--- config.mk ---
export PLATFORM = sky130hd
export DESIGN_NAME = drapr_regs
export DESIGN_NICKNAME = d
export VERILOG_FILES = /design/src/common/drapr_pkg.sv /design/src/logic/drapr_mem.sv /design/src/logic/drapr_regs.sv
export SDC_FILE = /design/constraint.sdc
export NUM_CORES = 1
export LEC_CHECK = 0
export BUFFER_PORTS_ARGS = -buffer_cell sky130_fd_sc_hd__buf_2
export CELL_PAD_IN_SITES_DETAIL_PLACEMENT = 0
export CELL_PAD_IN_SITES_GLOBAL_PLACEMENT = 1
export CORE_MARGIN = 2
export CORE_UTILIZATION = 41
export CTS_CLUSTER_SIZE = 8
export DETAILED_ROUTE_END_ITERATION = 16
export GPL_ROUTABILITY_DRIVEN = 0
export GPL_TIMING_DRIVEN = 1
export PLACE_DENSITY_LB_ADDON = 0.1
export SKIP_LAST_GASP = 1
export SLEW_MARGIN = 40
export SYNTH_ARGS = -nofsm -noshare
export SYNTH_HDL_FRONTEND = slang
export SYNTH_SLANG_ARGS = --single-unit
--- constraint.sdc ---
create_clock -name ref_clk -period 13.6 [get_ports ref_clk]
set_input_delay 2.72 -clock ref_clk [delete_from_list [all_inputs] [get_ports ref_clk]]
set_output_delay 2.72 -clock ref_clk [all_outputs]
set_load 0.01 [all_outputs]
--- src/common/drapr_pkg.sv ---
// Package for the reference A profile register bank of the first digital loop.
// Assumes byte-wide registers at their printed byte offsets on a plain port.
package drapr_pkg;
  localparam int unsigned ADDR_W = 12;
  localparam int unsigned DATA_W = 8;
  localparam int unsigned NUM_REGS = 13;
  localparam int unsigned IDX_W = 4;
  // Register byte offsets
  localparam logic [11:0] OFS_PRIO_EN = 12'h440;
  localparam logic [11:0] OFS_BW_LOW = 12'h441;
  localparam logic [11:0] OFS_BW_MID = 12'h442;
  localparam logic [11:0] OFS_BW_HIGH_FILT = 12'h443;
  localparam logic [11:0] OFS_DIV_LOW = 12'h444;
  localparam logic [11:0] OFS_DIV_MID = 12'h445;
  localparam logic [11:0] OFS_DIV_HIGH = 12'h446;
  localparam logic [11:0] OFS_NUM_LOW = 12'h447;
  localparam logic [11:0] OFS_NUM_MID = 12'h448;
  localparam logic [11:0] OFS_NUM_HIGH = 12'h449;
  localparam logic [11:0] OFS_MOD_LOW = 12'h44A;
  localparam logic [11:0] OFS_MOD_MID = 12'h44B;
  localparam logic [11:0] OFS_MOD_HIGH = 12'h44C;
  // Register indices inside the bank
  localparam logic [3:0] IDX_PRIO_EN = 4'h0;
  localparam logic [3:0] IDX_BW_LOW = 4'h1;
  localparam logic [3:0] IDX_BW_MID = 4'h2;
  localparam logic [3:0] IDX_BW_HIGH_FILT = 4'h3;
  localparam logic [3:0] IDX_DIV_LOW = 4'h4;
  localparam logic [3:0] IDX_DIV_MID = 4'h5;
  localparam logic [3:0] IDX_DIV_HIGH = 4'h6;
  localparam logic [3:0] IDX_NUM_LOW = 4'h7;
  localparam logic [3:0] IDX_NUM_MID = 4'h8;
  localparam logic [3:0] IDX_NUM_HIGH = 4'h9;
  localparam logic [3:0] IDX_MOD_LOW = 4'hA;
  localparam logic [3:0] IDX_MOD_MID = 4'hB;
  localparam logic [3:0] IDX_MOD_HIGH = 4'hC;
  // Writable bits per register; all others are reserved and read zero
  localparam logic [7:0] MASK_PRIO_EN = 8'h07;
  localparam logic [7:0] MASK_BW_HIGH_FILT = 8'h03;
  localparam logic [7:0] MASK_DIV_HIGH = 8'h03;
  localparam logic [7:0] MASK_FULL = 8'hFF;
  localparam logic [7:0] RESET_VAL = 8'h00;
  localparam logic [7:0] UNMAPPED_VAL = 8'h00;
  // Field positions
  localparam int unsigned EN_BIT = 0;
  localparam int unsigned PRIO_LSB = 1;
  localparam int unsigned PRIO_W = 2;
  localparam int unsigned BW_MSB_BIT = 0;
  localparam int unsigned FILT_BIT = 1;
  localparam int unsigned BW_W = 17;
  localparam int unsigned DIV_W = 18;
  localparam int unsigned DIV_HI_W = 2;
  localparam int unsigned FRAC_W = 24;
  localparam int unsigned RATIO_W = 19;
  localparam logic [23:0] FRAC_ZERO = 24'h000000;
  localparam logic [18:0] RATIO_ONE = 19'h00001;
  localparam logic [1:0] RANK_BEST = 2'h0;
  // Loop use state
  typedef enum logic [1:0] {
    DRAPR_IDLE = 2'b00,
    DRAPR_ARMED = 2'b01,
    DRAPR_ACTIVE = 2'b10
  } drapr_use_e;
endpackage : drapr_pkg

--- src/logic/drapr_mem.sv ---
// Small byte register array with per-entry write masks and registered read.
// Assumes one write port and one read port on the same clock.
`timescale 1ns/1ps
module drapr_mem
  import drapr_pkg::*;
(
  // Clock and control
  input wire logic ref_clk,
  input wire logic rst,
  input wire logic clk_en,
  // Write port
  input wire logic wr_en,
  input wire logic [IDX_W-1:0] wr_idx,
  input wire logic [DATA_W-1:0] wr_data,
  // Read port
  input wire logic rd_en,
  input wire logic [IDX_W-1:0] rd_idx,
  output logic [DATA_W-1:0] rd_data,
  // Flat view of all entries for the field decode
  output logic [NUM_REGS*DATA_W-1:0] all_regs
);

  logic [DATA_W-1:0] mem_reg [NUM_REGS];

  // Reserved bits are masked on write so they stay zero forever
  function automatic logic [DATA_W-1:0] drapr_mask(input logic [IDX_W-1:0] idx);
    unique case (idx)
      IDX_PRIO_EN: drapr_mask = MASK_PRIO_EN;
      IDX_BW_HIGH_FILT: drapr_mask = MASK_BW_HIGH_FILT;
      IDX_DIV_HIGH: drapr_mask = MASK_DIV_HIGH;
      default: drapr_mask = MASK_FULL;
    endcase
  endfunction : drapr_mask

  // Storage; every entry clears to zero at reset
  always_ff @(posedge ref_clk or posedge rst) begin
    if (rst) begin
      for (int i = 0; i < NUM_REGS; i++) begin
        mem_reg[i] <= RESET_VAL;
      end
    end else if (clk_en && wr_en) begin
      mem_reg[wr_idx] <= wr_data & drapr_mask(wr_idx);
    end
  end

  // Registered read data
  always_ff @(posedge ref_clk or posedge rst) begin
    if (rst) begin
      rd_data <= RESET_VAL;
    end else if (clk_en && rd_en) begin
      rd_data <= mem_reg[rd_idx];
    end
  end

  // Flat export
  always_comb begin
    for (int i = 0; i < NUM_REGS; i++) begin
      all_regs[i*DATA_W +: DATA_W] = mem_reg[i];
    end
  end

endmodule : drapr_mem

--- src/logic/drapr_regs.sv ---
// Reference A profile register bank of the first digital loop and its field decode.
// Assumes a plain same-clock register port and a loop controller that reads the fields.
//
// The strobed register port was decided locally.
`timescale 1ns/1ps
// Functional notes
// - Two-bit rank for reference A; code 0 is highest, 3 lowest.
// - Loop may lock to reference A only while the permit bit is set.
// - Seventeen-bit bandwidth factor in 0.1 Hz from two bytes plus one bit.
// - Filter bit picks normal 70 degree margin or high margin filter.
// - Eighteen-bit divider field; divide ratio is field plus one.
// - Twenty-four-bit fraction numerator, low byte at lowest offset.
// - Twenty-four-bit fraction modulus, low byte at lowest offset.
// - Zero modulus bypasses the fractional divider, integer only.
// - Bandwidth, divider and reserved bits reset to zero.
module drapr_regs
  import drapr_pkg::*;
(
  // Clock, reset, enable
  input wire logic ref_clk,
  input wire logic rst,
  input wire logic clk_en,
  // Register port
  input wire logic [ADDR_W-1:0] reg_addr,
  input wire logic [DATA_W-1:0] reg_wdata,
  input wire logic reg_wr,
  input wire logic reg_rd,
  output logic [DATA_W-1:0] reg_rdata,
  // Reference selection inputs from the monitors
  input wire logic ref_a_valid,
  input wire logic other_ref_avail,
  input wire logic [PRIO_W-1:0] other_ref_rank,
  // Profile fields to the loop
  output logic ref_a_lock_permit,
  output logic [PRIO_W-1:0] ref_a_select_rank,
  output logic [BW_W-1:0] loop_bw_factor,
  output logic high_margin_filter,
  output logic [DIV_W-1:0] integer_feedback_divisor,
  output logic [RATIO_W-1:0] divide_ratio,
  output logic [FRAC_W-1:0] fraction_numerator,
  output logic [FRAC_W-1:0] fraction_modulus,
  output logic frac_bypass,
  // Selection result
  output logic ref_a_selected,
  output logic profile_active
);

  logic [NUM_REGS*DATA_W-1:0] all_regs;
  logic [DATA_W-1:0] mem_rdata;
  logic wr_hit;
  logic rd_hit;
  logic [IDX_W-1:0] wr_idx;
  logic [IDX_W-1:0] rd_idx;
  logic rd_hit_reg;
  logic [DATA_W-1:0] prio_byte_c;
  logic [DATA_W-1:0] bw_filt_byte_c;
  logic [DATA_W-1:0] div_high_byte_c;
  drapr_use_e use_reg;
  drapr_use_e use_next;
  logic [PRIO_W-1:0] rank_c;
  logic permit_c;
  logic [BW_W-1:0] bw_c;
  logic filt_c;
  logic [DIV_W-1:0] div_c;
  logic [FRAC_W-1:0] num_c;
  logic [FRAC_W-1:0] mod_c;
  logic pick_a_c;

  // Address to bank index; flags a mapped byte
  function automatic logic drapr_decode(input logic [ADDR_W-1:0] addr,
                                        output logic [IDX_W-1:0] idx);
    logic [ADDR_W-1:0] rel;
    rel = addr - OFS_PRIO_EN;
    idx = rel[IDX_W-1:0];
    drapr_decode = (addr >= OFS_PRIO_EN) && (addr <= OFS_MOD_HIGH);
  endfunction : drapr_decode

  // Byte of the flat register image
  function automatic logic [DATA_W-1:0] drapr_byte(input logic [NUM_REGS*DATA_W-1:0] img,
                                                   input logic [IDX_W-1:0] idx);
    drapr_byte = img[idx*DATA_W +: DATA_W];
  endfunction : drapr_byte

  // Strobe decode
  always_comb begin
    // Decode first so the index is assigned on every path, never latched
    wr_hit = drapr_decode(reg_addr, wr_idx) && reg_wr;
    rd_hit = drapr_decode(reg_addr, rd_idx) && reg_rd;
  end

  drapr_mem u_mem (
    .ref_clk(ref_clk),
    .rst(rst),
    .clk_en(clk_en),
    .wr_en(wr_hit),
    .wr_idx(wr_idx),
    .wr_data(reg_wdata),
    .rd_en(rd_hit),
    .rd_idx(rd_idx),
    .rd_data(mem_rdata),
    .all_regs(all_regs)
  );

  // Remember whether last read hit the bank, for the read path cross-check
  always_ff @(posedge ref_clk or posedge rst) begin
    if (rst) begin
      rd_hit_reg <= 1'b0;
    end else if (clk_en) begin
      rd_hit_reg <= rd_hit;
    end
  end

  // Read data stand only in the cycle after the strobe; unmapped reads answer zero.
  // Taken from the byte image so the port comes straight from a flop with no extra
  // cycle; the memory's own registered read only backs a cross-check.
  always_ff @(posedge ref_clk or posedge rst) begin
    if (rst) begin
      reg_rdata <= UNMAPPED_VAL;
    end else if (clk_en) begin
      reg_rdata <= rd_hit ? drapr_byte(all_regs, rd_idx) : UNMAPPED_VAL;
    end
  end

  // Field assembly from the byte image
  always_comb begin
    prio_byte_c = drapr_byte(all_regs, IDX_PRIO_EN);
    bw_filt_byte_c = drapr_byte(all_regs, IDX_BW_HIGH_FILT);
    div_high_byte_c = drapr_byte(all_regs, IDX_DIV_HIGH);
    rank_c = prio_byte_c[PRIO_LSB +: PRIO_W];
    permit_c = prio_byte_c[EN_BIT];
    bw_c = {bw_filt_byte_c[BW_MSB_BIT],
            drapr_byte(all_regs, IDX_BW_MID),
            drapr_byte(all_regs, IDX_BW_LOW)};
    filt_c = bw_filt_byte_c[FILT_BIT];
    div_c = {div_high_byte_c[DIV_HI_W-1:0],
             drapr_byte(all_regs, IDX_DIV_MID),
             drapr_byte(all_regs, IDX_DIV_LOW)};
    num_c = {drapr_byte(all_regs, IDX_NUM_HIGH),
             drapr_byte(all_regs, IDX_NUM_MID),
             drapr_byte(all_regs, IDX_NUM_LOW)};
    mod_c = {drapr_byte(all_regs, IDX_MOD_HIGH),
             drapr_byte(all_regs, IDX_MOD_MID),
             drapr_byte(all_regs, IDX_MOD_LOW)};
  end

  // Ties go to reference A, since a lower code only wins when strictly lower
  always_comb begin
    pick_a_c = permit_c && ref_a_valid &&
               (!other_ref_avail || (rank_c <= other_ref_rank));
  end

  // Registered field outputs for the loop; one cycle behind the bank
  always_ff @(posedge ref_clk or posedge rst) begin
    if (rst) begin
      ref_a_select_rank <= RANK_BEST;
      ref_a_lock_permit <= 1'b0;
      loop_bw_factor <= '0;
      high_margin_filter <= 1'b0;
      integer_feedback_divisor <= '0;
      divide_ratio <= RATIO_ONE;
      fraction_numerator <= FRAC_ZERO;
      fraction_modulus <= FRAC_ZERO;
      frac_bypass <= 1'b1;
    end else if (clk_en) begin
      ref_a_select_rank <= rank_c;
      ref_a_lock_permit <= permit_c;
      loop_bw_factor <= bw_c;
      high_margin_filter <= filt_c;
      integer_feedback_divisor <= div_c;
      divide_ratio <= {1'b0, div_c} + RATIO_ONE;
      fraction_numerator <= num_c;
      fraction_modulus <= mod_c;
      frac_bypass <= (mod_c == FRAC_ZERO);
    end
  end

  // Use state: armed when chosen, active one cycle later while still chosen
  always_comb begin
    use_next = use_reg;
    unique case (use_reg)
      DRAPR_IDLE: if (pick_a_c) use_next = DRAPR_ARMED;
      DRAPR_ARMED: use_next = pick_a_c ? DRAPR_ACTIVE : DRAPR_IDLE;
      DRAPR_ACTIVE: if (!pick_a_c) use_next = DRAPR_IDLE;
      default: use_next = DRAPR_IDLE;
    endcase
  end

  always_ff @(posedge ref_clk or posedge rst) begin
    if (rst) begin
      use_reg <= DRAPR_IDLE;
    end else if (clk_en) begin
      use_reg <= use_next;
    end
  end

  // Selection outputs
  always_ff @(posedge ref_clk or posedge rst) begin
    if (rst) begin
      ref_a_selected <= 1'b0;
      profile_active <= 1'b0;
    end else if (clk_en) begin
      ref_a_selected <= pick_a_c;
      profile_active <= (use_next == DRAPR_ACTIVE);
    end
  end

  // Checks
  property p_bypass;
    @(posedge ref_clk) disable iff (rst)
      clk_en |=> (frac_bypass == ($past(mod_c) == FRAC_ZERO));
  endproperty
  a_bypass: assert property (p_bypass) else $error("bypass mismatch");

  property p_ratio;
    @(posedge ref_clk) disable iff (rst)
      divide_ratio == {1'b0, integer_feedback_divisor} + RATIO_ONE;
  endproperty
  a_ratio: assert property (p_ratio) else $error("ratio not field plus one");

  property p_permit;
    @(posedge ref_clk) disable iff (rst)
      ref_a_selected |-> $past(permit_c);
  endproperty
  a_permit: assert property (p_permit) else $error("selected without permit");

  property p_bw_write;
    @(posedge ref_clk) disable iff (rst)
      (clk_en && reg_wr && reg_addr == OFS_BW_LOW) ##1 clk_en |=>
        loop_bw_factor[DATA_W-1:0] == $past(reg_wdata, 2);
  endproperty
  a_bw_write: assert property (p_bw_write) else $error("bw low byte lost");

  property p_filt;
    @(posedge ref_clk) disable iff (rst)
      (clk_en && reg_wr && reg_addr == OFS_BW_HIGH_FILT) ##1 clk_en |=>
        high_margin_filter == $past(reg_wdata[FILT_BIT], 2);
  endproperty
  a_filt: assert property (p_filt) else $error("filter bit lost");

  property p_num_high;
    @(posedge ref_clk) disable iff (rst)
      (clk_en && reg_wr && reg_addr == OFS_NUM_HIGH) ##1 clk_en |=>
        fraction_numerator[FRAC_W-1 -: DATA_W] == $past(reg_wdata, 2);
  endproperty
  a_num_high: assert property (p_num_high) else $error("numerator msb lost");

  property p_mod_low;
    @(posedge ref_clk) disable iff (rst)
      (clk_en && reg_wr && reg_addr == OFS_MOD_LOW) ##1 clk_en |=>
        fraction_modulus[DATA_W-1:0] == $past(reg_wdata, 2);
  endproperty
  a_mod_low: assert property (p_mod_low) else $error("modulus lsb lost");

  property p_reserved;
    @(posedge ref_clk) disable iff (rst)
      $past(clk_en) && rd_hit_reg && $past(reg_addr) == OFS_PRIO_EN |->
        reg_rdata[DATA_W-1:PRIO_LSB+PRIO_W] == '0;
  endproperty
  a_reserved: assert property (p_reserved) else $error("reserved bits set");

  property p_rank;
    @(posedge ref_clk) disable iff (rst)
      (clk_en && permit_c && ref_a_valid && other_ref_avail &&
       other_ref_rank < rank_c) |=> !ref_a_selected;
  endproperty
  a_rank: assert property (p_rank) else $error("worse rank selected");

  property p_rd_path;
    @(posedge ref_clk) disable iff (rst)
      rd_hit_reg |-> reg_rdata == mem_rdata;
  endproperty
  a_rd_path: assert property (p_rd_path) else $error("read paths disagree");

  property p_div_high;
    @(posedge ref_clk) disable iff (rst)
      (clk_en && reg_wr && reg_addr == OFS_DIV_HIGH) ##1 clk_en |=>
        integer_feedback_divisor[DIV_W-1 -: DIV_HI_W] == $past(reg_wdata[DIV_HI_W-1:0], 2);
  endproperty
  a_div_high: assert property (p_div_high) else $error("divider msbs lost");

  property p_bw_msb;
    @(posedge ref_clk) disable iff (rst)
      (clk_en && reg_wr && reg_addr == OFS_BW_HIGH_FILT) ##1 clk_en |=>
        loop_bw_factor[BW_W-1] == $past(reg_wdata[BW_MSB_BIT], 2);
  endproperty
  a_bw_msb: assert property (p_bw_msb) else $error("bw msb lost");

  property p_mod_high;
    @(posedge ref_clk) disable iff (rst)
      (clk_en && reg_wr && reg_addr == OFS_MOD_HIGH) ##1 clk_en |=>
        fraction_modulus[FRAC_W-1 -: DATA_W] == $past(reg_wdata, 2);
  endproperty
  a_mod_high: assert property (p_mod_high) else $error("modulus msb lost");

  property p_rank_out;
    @(posedge ref_clk) disable iff (rst)
      (clk_en && reg_wr && reg_addr == OFS_PRIO_EN) ##1 clk_en |=>
        ref_a_select_rank == $past(reg_wdata[PRIO_LSB +: PRIO_W], 2);
  endproperty
  a_rank_out: assert property (p_rank_out) else $error("rank field lost");

  property p_active;
    @(posedge ref_clk) disable iff (rst)
      profile_active |-> ref_a_selected;
  endproperty
  a_active: assert property (p_active) else $error("profile active while not chosen");

  property p_lone;
    @(posedge ref_clk) disable iff (rst)
      (clk_en && permit_c && ref_a_valid && !other_ref_avail) |=> ref_a_selected;
  endproperty
  a_lone: assert property (p_lone) else $error("lone reference not chosen");

endmodule : drapr_regs

; ---- Yosys cells after proc, flatten, opt, wreduce, memory -nomap -nowiden
; Index checks and enable logic that the tools add are counted.
[word_totals]
out_inout_bits = 117
input_bits = 29
elab_cells = 64
register_bits = 223
[op_classes]
magnitude_cmp = 5
muxes = 10
shift = 1
bitwise_logic = 2
addsub = 2
eq_ne = 5
n_reduce_logical = 13
[ops]
columns = operator, n
row1 = bitwise mux 104 bit, 1
row2 = variable part select 104 x 8 -> 8 bit, 1
row3 = demux 8 bit (select 4 bit), 1
row4 = zero test 24 bit, 1
row5 = two-way mux 8 bit, 3
row6 = adder 18 x 1 -> 19 bit (second input constant), 1
row7 = one-hot mux 8 bit (2 select lines), 1
row8 = >= comparator 12 x 11 -> 1 bit (second input constant), 1
row9 = <= comparator 12 x 11 -> 1 bit (second input constant), 1
row10 = bitwise AND 8 bit, 1
row11 = logical AND 1 bit, 7
row12 = two-way mux 2 bit, 3
row13 = one-hot mux 2 bit (3 select lines), 1
row14 = >= comparator 5 bit (second input constant), 1
row15 = < comparator 5 x 1 -> 1 bit (second input constant), 1
row16 = inverter 4 -> 5 bit, 1
row17 = equality test 2 bit (second input constant), 2
row18 = equality test 4 x 2 -> 1 bit (second input constant), 1
row19 = equality test 4 x 3 -> 1 bit (second input constant), 1
row20 = zero test 4 bit, 1
row21 = subtractor 4 x 1 -> 4 bit (second input constant), 1
row22 = equality test 2 x 1 -> 1 bit (second input constant), 1
row23 = <= comparator 2 bit, 1
row24 = zero test 2 bit, 1
row25 = other kinds (3), 3

; ---- Longest topological paths before layout
; Gate-level depths: netlist (run 1).
[logic_depth]
depth_word = 7
ltp_mapped = 7
ltp_nobuf = 6

; ---- Modules after synthesis
; A second synthesis (run 1) with hierarchy kept.
[unflattened]
cells_unflattened = 794
area_unflattened_um2 = 10774.1
[by_module_without_submodules]
columns = module, cells_per_inst, seq_area_each_um2, area_per_inst_um2, instances
row1 = drapr_regs, 461, 2980.4, 5806.8, 1
row2 = drapr_mem, 333, 2802.7, 4967.3, 1

; ---- Least setup slack after synthesis (run 1)
; No wires, ideal clock.
[synth_path]
kind = in2reg
startpoint = input port reg_addr[0]
endpoint = register reg_rdata[2]
t_arrival_ns = 4.053
n_path_buf = 2
setup_slack_ns = 9.426
stages = 6
t_required_ns = 13.479
setup_time_ns = 0.121
path_cell_list = buf_6 -> buf_12 -> mux4_2 -> mux2_4 -> o211a_1 -> a22o_1
[synth_via]
elab_chain_cells = 4
word_cells_on_any_way = 7
cone_classes = 1 x add/sub / 2 x order compare / 1 x shift / 1 x mux / 2 x reduce/logical
[synth_rtl]
columns = element, line_no
row1 = from (decl), drapr_regs.sv:24  ; input wire logic [ADDR_W-1:0] reg_addr,
row2 = "parallel branches: the longest is 3 deep, another holds subtractor 4 x 1 -> 4 bit", n/a
row3 = two-way mux 8 bit *, drapr_regs.sv:120  ; reg_rdata <= rd_hit ? drapr_byte(all_regs, rd_idx) : UNMAPPED_VAL;
row4 = to (signal assigned), drapr_regs.sv:120
row5 = to (decl), drapr_regs.sv:28  ; output logic [DATA_W-1:0] reg_rdata,
; Mark *: on every way between the ends.
; A chain may end at the register's enable or synchronous reset.

; ---- Worst setup path after layout (run 1)
[layout_path]
startpoint = input port clk_en
endpoint = register u_mem.mem_reg (netlist bit u_mem.all_regs[91])
[layout_via]
elab_chain_cells = 1
[layout_rtl]
columns = element, line_no
row1 = from (decl), drapr_regs.sv:22  ; input wire logic clk_en,
row2 = logical AND 1 bit, drapr_mem.sv:41  ; end else if (clk_en && wr_en) begin
row3 = "to (signal, indexed assignment)", drapr_mem.sv:42  ; mem_reg[wr_idx] <= wr_data & drapr_mask(wr_idx);
row4 = to (decl), drapr_mem.sv:23  ; logic [DATA_W-1:0] mem_reg [NUM_REGS];
; No other way between the ends.

==> results of run 1 <==
==> kinds of logic after synthesis <==
family	synth area share
DFF	0.570
muxes	0.270
and+or+nand+nor	0.0730
buffers and inverters	0.0274
AOI/OAI and AO/OA	0.0425
xor gates and xnor gates	0.0134
adders and majority gates	0.00383
==> final cells by class <==
| type | count | share of cell area |
|---|---|---|
| inverters | 17 | 0.00654 |
| flip-flops and latches | 223 | 0.479 |
| clock buffers | 57 | 0.0749 |
| well taps | 319 | 0.0342 |
| repair buffers | 149 | 0.0673 |
| multi-input cells | 411 | 0.339 |
==> cells in the final DEF, fill, tap and decap left out, drive strengths merged, types with 3 or more instances in the layout <==
cell type and count:
dfrtp 221, mux2 180, buf 149, clkbuf 57, nor2 29, nand2 23
mux4 23, nor2b 18, inv 17, a21oi 16, nand4 13, xnor2 10
nor4 10, nand3 9, and2 7, and3 6, o2bb2ai 6, o21ai 6
a21boi 6, xor2 5, o211ai 5, mux2i 5, nor3 5, a31oi 4
a21o 3, o211a 3, a22o 3, ha 3
==> metal layers <==
layer  share of wire  GRT usage
met5               0          0
met4           0.013     0.0438
met3           0.050     0.0343
met2            0.46      0.329
met1            0.48      0.320
==> how the worst max path moves through the flow <==
stage | slack, ns | endpoint | cells after the start | startpoint
3_5_place_dp | 8.37 | u_mem.all_regs[91] | 5 | clk_en
3_3_place_gp | 8.44 | u_mem.all_regs[89] | 5 | clk_en
5_1_grt | 8.69 | frac_bypass | 6 | clk_en
2_1_floorplan | 4.78 | divide_ratio[10] | 1 | rst
4_1_cts | 8.92 | u_mem.all_regs[91] | 5 | clk_en
6_report | 8.89 | u_mem.all_regs[91] | 5 | clk_en
==> power by group <==
group          internal, mW  leakage, nW  switching, mW
Sequential            0.669         3.09        0.00310
Combinational        0.0213         2.58         0.0495
Clock                 0.424        0.413          0.274
Total                  1.11         6.07          0.327
==> metrics.txt, run 1 <==
CTS Sinks=223; antenna cells=0; YS warnings=0; Final Hold Viols=0; proportion of layout cells with a drive suffix above 1=0.455; pwr/cell area=124 nW/um^2; Via density=5.33; detailed placer's ending HPWL=17800 um; worst slack at placement=8.37 ns; Final Max Slew Viols=0; worst reg2reg endpoint=divide_ratio[15]; TritonRoute pass-1 iters=4; first-pass GRT wire length=40100 um; Sequential Area=5580 um^2; # fillers=2077; cts-stage hold buffer count=0; Seq/Total Area, Yosys=0.570; R2R Setup Slk=11.44 ns; synthesis-to-finish area growth=19.0%; initial antenna violation count=1; die area=25200 um^2; outcome=finished, final reports clean; placed cells=1118; CTS Buf Count=31; Critical Path Fanout Max=57; CP cell instances=buf_4 -> and3b_1 -> and3_1 -> and4_1 -> mux2_2; Worst-path clk slew=0.05 ns; count leader, synth=dfrtp_1; Startpoint Class=primary input; Rows=56; DR DRC count=0; largest area contributor in the netlist=dfrtp_1; CP arrival=5.13 ns; Hold Path Class=flop to flop; Least-Margin Pin Slew=0.798 ns; setup TNS=0 ns; Port Buf Inserts=145; DRT iter0 DRCs=304; RSZ-0062 raised after global routing=false; htree depth=1; Post-CTS Repair Setup Buffers=0; critical path buffer and inverter count=1; root buffer cell=clkbuf_16; clock buffer depth=3; Synth top cells by count=dfrtp_1 (221), mux2_2 (179), nor2_1 (26); period utilization=0.347; Final Cell Area=11700 um^2; CTS tree=done; IO Pins=146; Global Route Usage Sum=0.213; worst endpoint required time=14.02 ns; Die Height=159 um; LEAKAGE=6.07 nW; ranking of synthesized cells by area=dfrtp_1 (56%), mux2_2 (21%), mux4_1 (3.5%), mux4_2 (2.3%), nor2b_1 (1.1%); crit end category=flop; Max Cap Viol=0; Synth async-reset ratio=1.00; clock period minus worst slack=4.71 ns; overall routed net length=26300 um; slowest cell on the critical path=and4_1; Post-DRT Antenna Nets=0; vias in the first global route=6479; Routed wire per std cell=22.3 um; Initial Util=0.418; chip width=159 um; largest net degree at the start of global routing=146; EDFF count, synth=0; Reg2Reg Depth=4; Mapped Cells=693; Final Util=0.497; Placed Area=10800 um^2; max reg flops=104; reg-to-reg startpoint=u_mem.all_regs[36]; Hold Path Origin=u_mem.all_regs[52]; total number of vias=6268; Seq cells post-synth=223; core area=23500 um^2; final global-route overflow total=0; skew final=0.00721 ns; Cell Count, Final, Fillers Out=1176; FMAX=212 MHz; max_slew headroom=0.468; hold slack=0.482 ns; number of distinct library cells after synthesis=52; Hold Path Depth=1; worst skew pair latency=0.53 ns; Hold Path Sink=u_mem.all_regs[52]; Synth top area share=0.564; WS Path Type=primary input to flop; PostCTS Resize Cnt=0; Syn Area/Cell=14.1 um^2; Most used DFF post-synth=dfrtp_1; Peak VDD IR=0.0832 mV; Post-Syn Area=9800 um^2; final worst slack=8.89 ns; nets=865; Worst path top cell family by delay=simple AND/OR/NAND/NOR gates; multi-input logic area=3950 um^2; overall power=1.44 mW; Max stage delay on crit path=0.58 ns; Final setup violation count=0; Synth Net Count=725
Power figures use the tool's default switching activity.
==> run 2, diff against run 1 <==
--- a/config.mk
+++ b/config.mk
@@ -5,6 +5,7 @@
 export SDC_FILE = /design/constraint.sdc
 export NUM_CORES = 1
 export LEC_CHECK = 0
+export ABC_AREA = 1
 export BUFFER_PORTS_ARGS = -buffer_cell sky130_fd_sc_hd__buf_2
 export CELL_PAD_IN_SITES_DETAIL_PLACEMENT = 0
 export CELL_PAD_IN_SITES_GLOBAL_PLACEMENT = 1
==> constraint.sdc (replaced) <==
create_clock -name ref_clk -period 4.45 [get_ports ref_clk]
set_input_delay 0.89 -clock ref_clk [delete_from_list [all_inputs] [get_ports ref_clk]]
set_output_delay 0.89 -clock ref_clk [all_outputs]
set_load 0.01 [all_outputs]
==> metrics.txt, run 2 <==
Final Cell Area=12300 um^2; IO Pins=146; WP depth=9; Post-DRT Antenna Nets=0; critical path buffer and inverter count=2; Placed Area=11400 um^2; worst endpoint required time=4.88 ns; Least-Margin Pin Slew=0.835 ns; root buffer cell=clkbuf_16; setup TNS=0 ns; vias in the first global route=8939; synthesis-to-finish area growth=18.2%; clock period minus worst slack=2.95 ns; outcome=finished, final reports clean; max_slew headroom=0.443; Startpoint Class=primary input; Max stage delay on crit path=0.55 ns; Seq cells post-synth=223; core area=25000 um^2; proportion of layout cells with a drive suffix above 1=0.140; WS Path Type=primary input to flop; final worst slack=1.50 ns; placed cells=1791; hold slack=0.462 ns; Post-Syn Area=10400 um^2; commonest cells after routing, fill and taps aside=nand2_1 (612), dfrtp_1 (221), buf_2 (145); largest area contributor in the netlist=dfrtp_1; Synth Net Count=1396; Most used DFF post-synth=dfrtp_1; ranking of synthesized cells by area=dfrtp_1 (53%), nand2_1 (22%), inv_1 (4.6%), nand3_1 (4.4%), o21ai_0 (3.5%); worst skew pair latency=0.56 ns; worst setup path end=u_mem.all_regs[93]; Peak VDD IR=0.211 mV; Final Hold Viols=0; Hold Path Class=flop to flop; # fillers=2585; initial antenna violation count=0; FMAX=339 MHz; CTS tree=done; CTS Sinks=223; CTS Buf Count=31; slowest cell on the critical path=nand4_1; EDFF count, synth=0; CP cell instances=buf_2 -> inv_2 -> nand2_2 -> nand2_1 -> nand2_1 -> nor2_4 -> nand4_1 -> nand2_1 -> nand2_1; Mapped Cells=1364; multi-input logic area=4060 um^2; Synth async-reset ratio=1.00; final global-route overflow total=0; count leader, synth=nand2_1; worst slack at placement=0.979 ns; Global Route Usage Sum=0.246; Post-CTS Repair Setup Buffers=0; R2R Setup Slk=2.67 ns; largest net degree at the start of global routing=131; reg-to-reg startpoint=u_mem.all_regs[32]; clock buffer depth=3; Reg2Reg Depth=7; first-pass GRT wire length=50700 um; Seq/Total Area, Yosys=0.537; Critical Path Fanout Max=25; Rows=58; cts-stage hold buffer count=0; overall routed net length=32000 um; Final setup violation count=0; die area=26600 um^2; CP arrival=3.38 ns; Initial Util=0.415; TritonRoute pass-1 iters=5; crit end category=flop; YS warnings=0; skew final=0.0149 ns; Die Height=163 um; Via density=4.95; chip width=163 um; crit path from=reg_addr[1]; Worst path top cell family by delay=simple AND/OR/NAND/NOR gates; Hold Path Depth=2; total number of vias=9156; LEAKAGE=6.98 nW; Cell Count, Final, Fillers Out=1850; Critical Path Most Common Cell=nand2_1; DRT iter0 DRCs=631; commonest non-fill, non-tap cell in the layout=nand2_1; Worst-path clk slew=0.05 ns; max reg flops=104; worst reg2reg endpoint=divide_ratio[17]; Synth top cells by count=nand2_1 (612), dfrtp_1 (221), inv_1 (127); Port Buf Inserts=145; Routed wire per std cell=17.3 um; number of distinct library cells after synthesis=32; DR DRC count=0; htree depth=1; RSZ-0062 raised after global routing=false; period utilization=0.662; Max Cap Viol=0; detailed placer's ending HPWL=22200 um; PostCTS Resize Cnt=0; nets=1526; Sequential Area=5580 um^2; Synth top area share=0.532; pwr/cell area=364 nW/um^2; Syn Area/Cell=7.62 um^2; Final Max Slew Viols=0
## run 2: cell types whose count changed in the layout (fill, tap and decap cells not counted), moves of 13 or more
cell / previous run / this run
nor2_1: 26 / 85
nand4_1: 9 / 41
a21oi_1: 16 / 1
nand3_1: 8 / 92
mux2_2: 179 / 0
o21ai_0: 6 / 73
nand2_1: 23 / 612
nor2b_1: 18 / 0
mux4_1: 13 / 0
inv_1: 16 / 125
## run 2: cell type report
class / instances / area share
flip-flops and latches: 223 / 0.455
well taps: 330 / 0.0336
diodes: 1 / 0.000204
repair buffers: 156 / 0.0681
clock inverters: 1 / 0.000713
inverters: 132 / 0.0408
multi-input cells: 950 / 0.331
clock buffers: 57 / 0.0711
## run 2: stage by stage
step | total power, mW | util
6_report | 4.48 | 0.491
5_1_grt | 4.65 | 0.491
4_1_cts | 4.53 | 0.490
3_5_place_dp | 2.35 | 0.455
3_3_place_gp | 2.35 | 0.455
2_1_floorplan | 2.25 | -
## run 2: worst register-to-register path, cell delays in order, from the launching register on
cell and delay [ns]:
dfrtp_1 0.40, inv_1 0.08, nor2_1 0.19, nand2_1 0.17, nor3_1 0.56, nand3_1 0.14, nand2_1 0.09, nand2_1 0.05
## run 2: cell families (layout without fill, tap and decap cells)
group	after synthesis	after routing	share of synthesized area
flip-flops	223	223	0.537
buffers and inverters	191	346	0.0721
XOR/XNOR	4	4	0.00337
other	0	1	0
adder cells (fa/ha/maj)	3	3	0.00361
AND/OR/NAND/NOR	856	856	0.339
AO/OA/AOI/OAI	87	87	0.0446
## run 2: power breakdown
part	total, mW	internal [mW]	switching [mW]
Combinational	0.267	0.0552	0.212
Sequential	2.04	2.04	0.00425
Clock	2.17	1.30	0.868
## run 2: layer usage
layer	vias to the layer above	global-route usage	wire (um)
met5	-	0	0
met4	0	0.0817	877
met3	57	0.0315	1930
met2	251	0.397	15000
met1	4337	0.345	14200
li1	4511	-	-
## run 2: how the worst min path moves through the flow
| stage | slack [ns] | startpoint | to |
|---|---|---|---|
| finish | 0.46 | integer_feedback_divisor[14] | integer_feedback_divisor[14] |
| global route | 0.49 | divide_ratio[8] | divide_ratio[8] |
| CTS | 0.47 | integer_feedback_divisor[0] | integer_feedback_divisor[0] |
| detailed placement | 0.45 | integer_feedback_divisor[0] | integer_feedback_divisor[0] |
| global placement | 0.45 | integer_feedback_divisor[7] | integer_feedback_divisor[7] |
| floorplan | 0.44 | u_mem.all_regs[56] | u_mem.all_regs[56] |
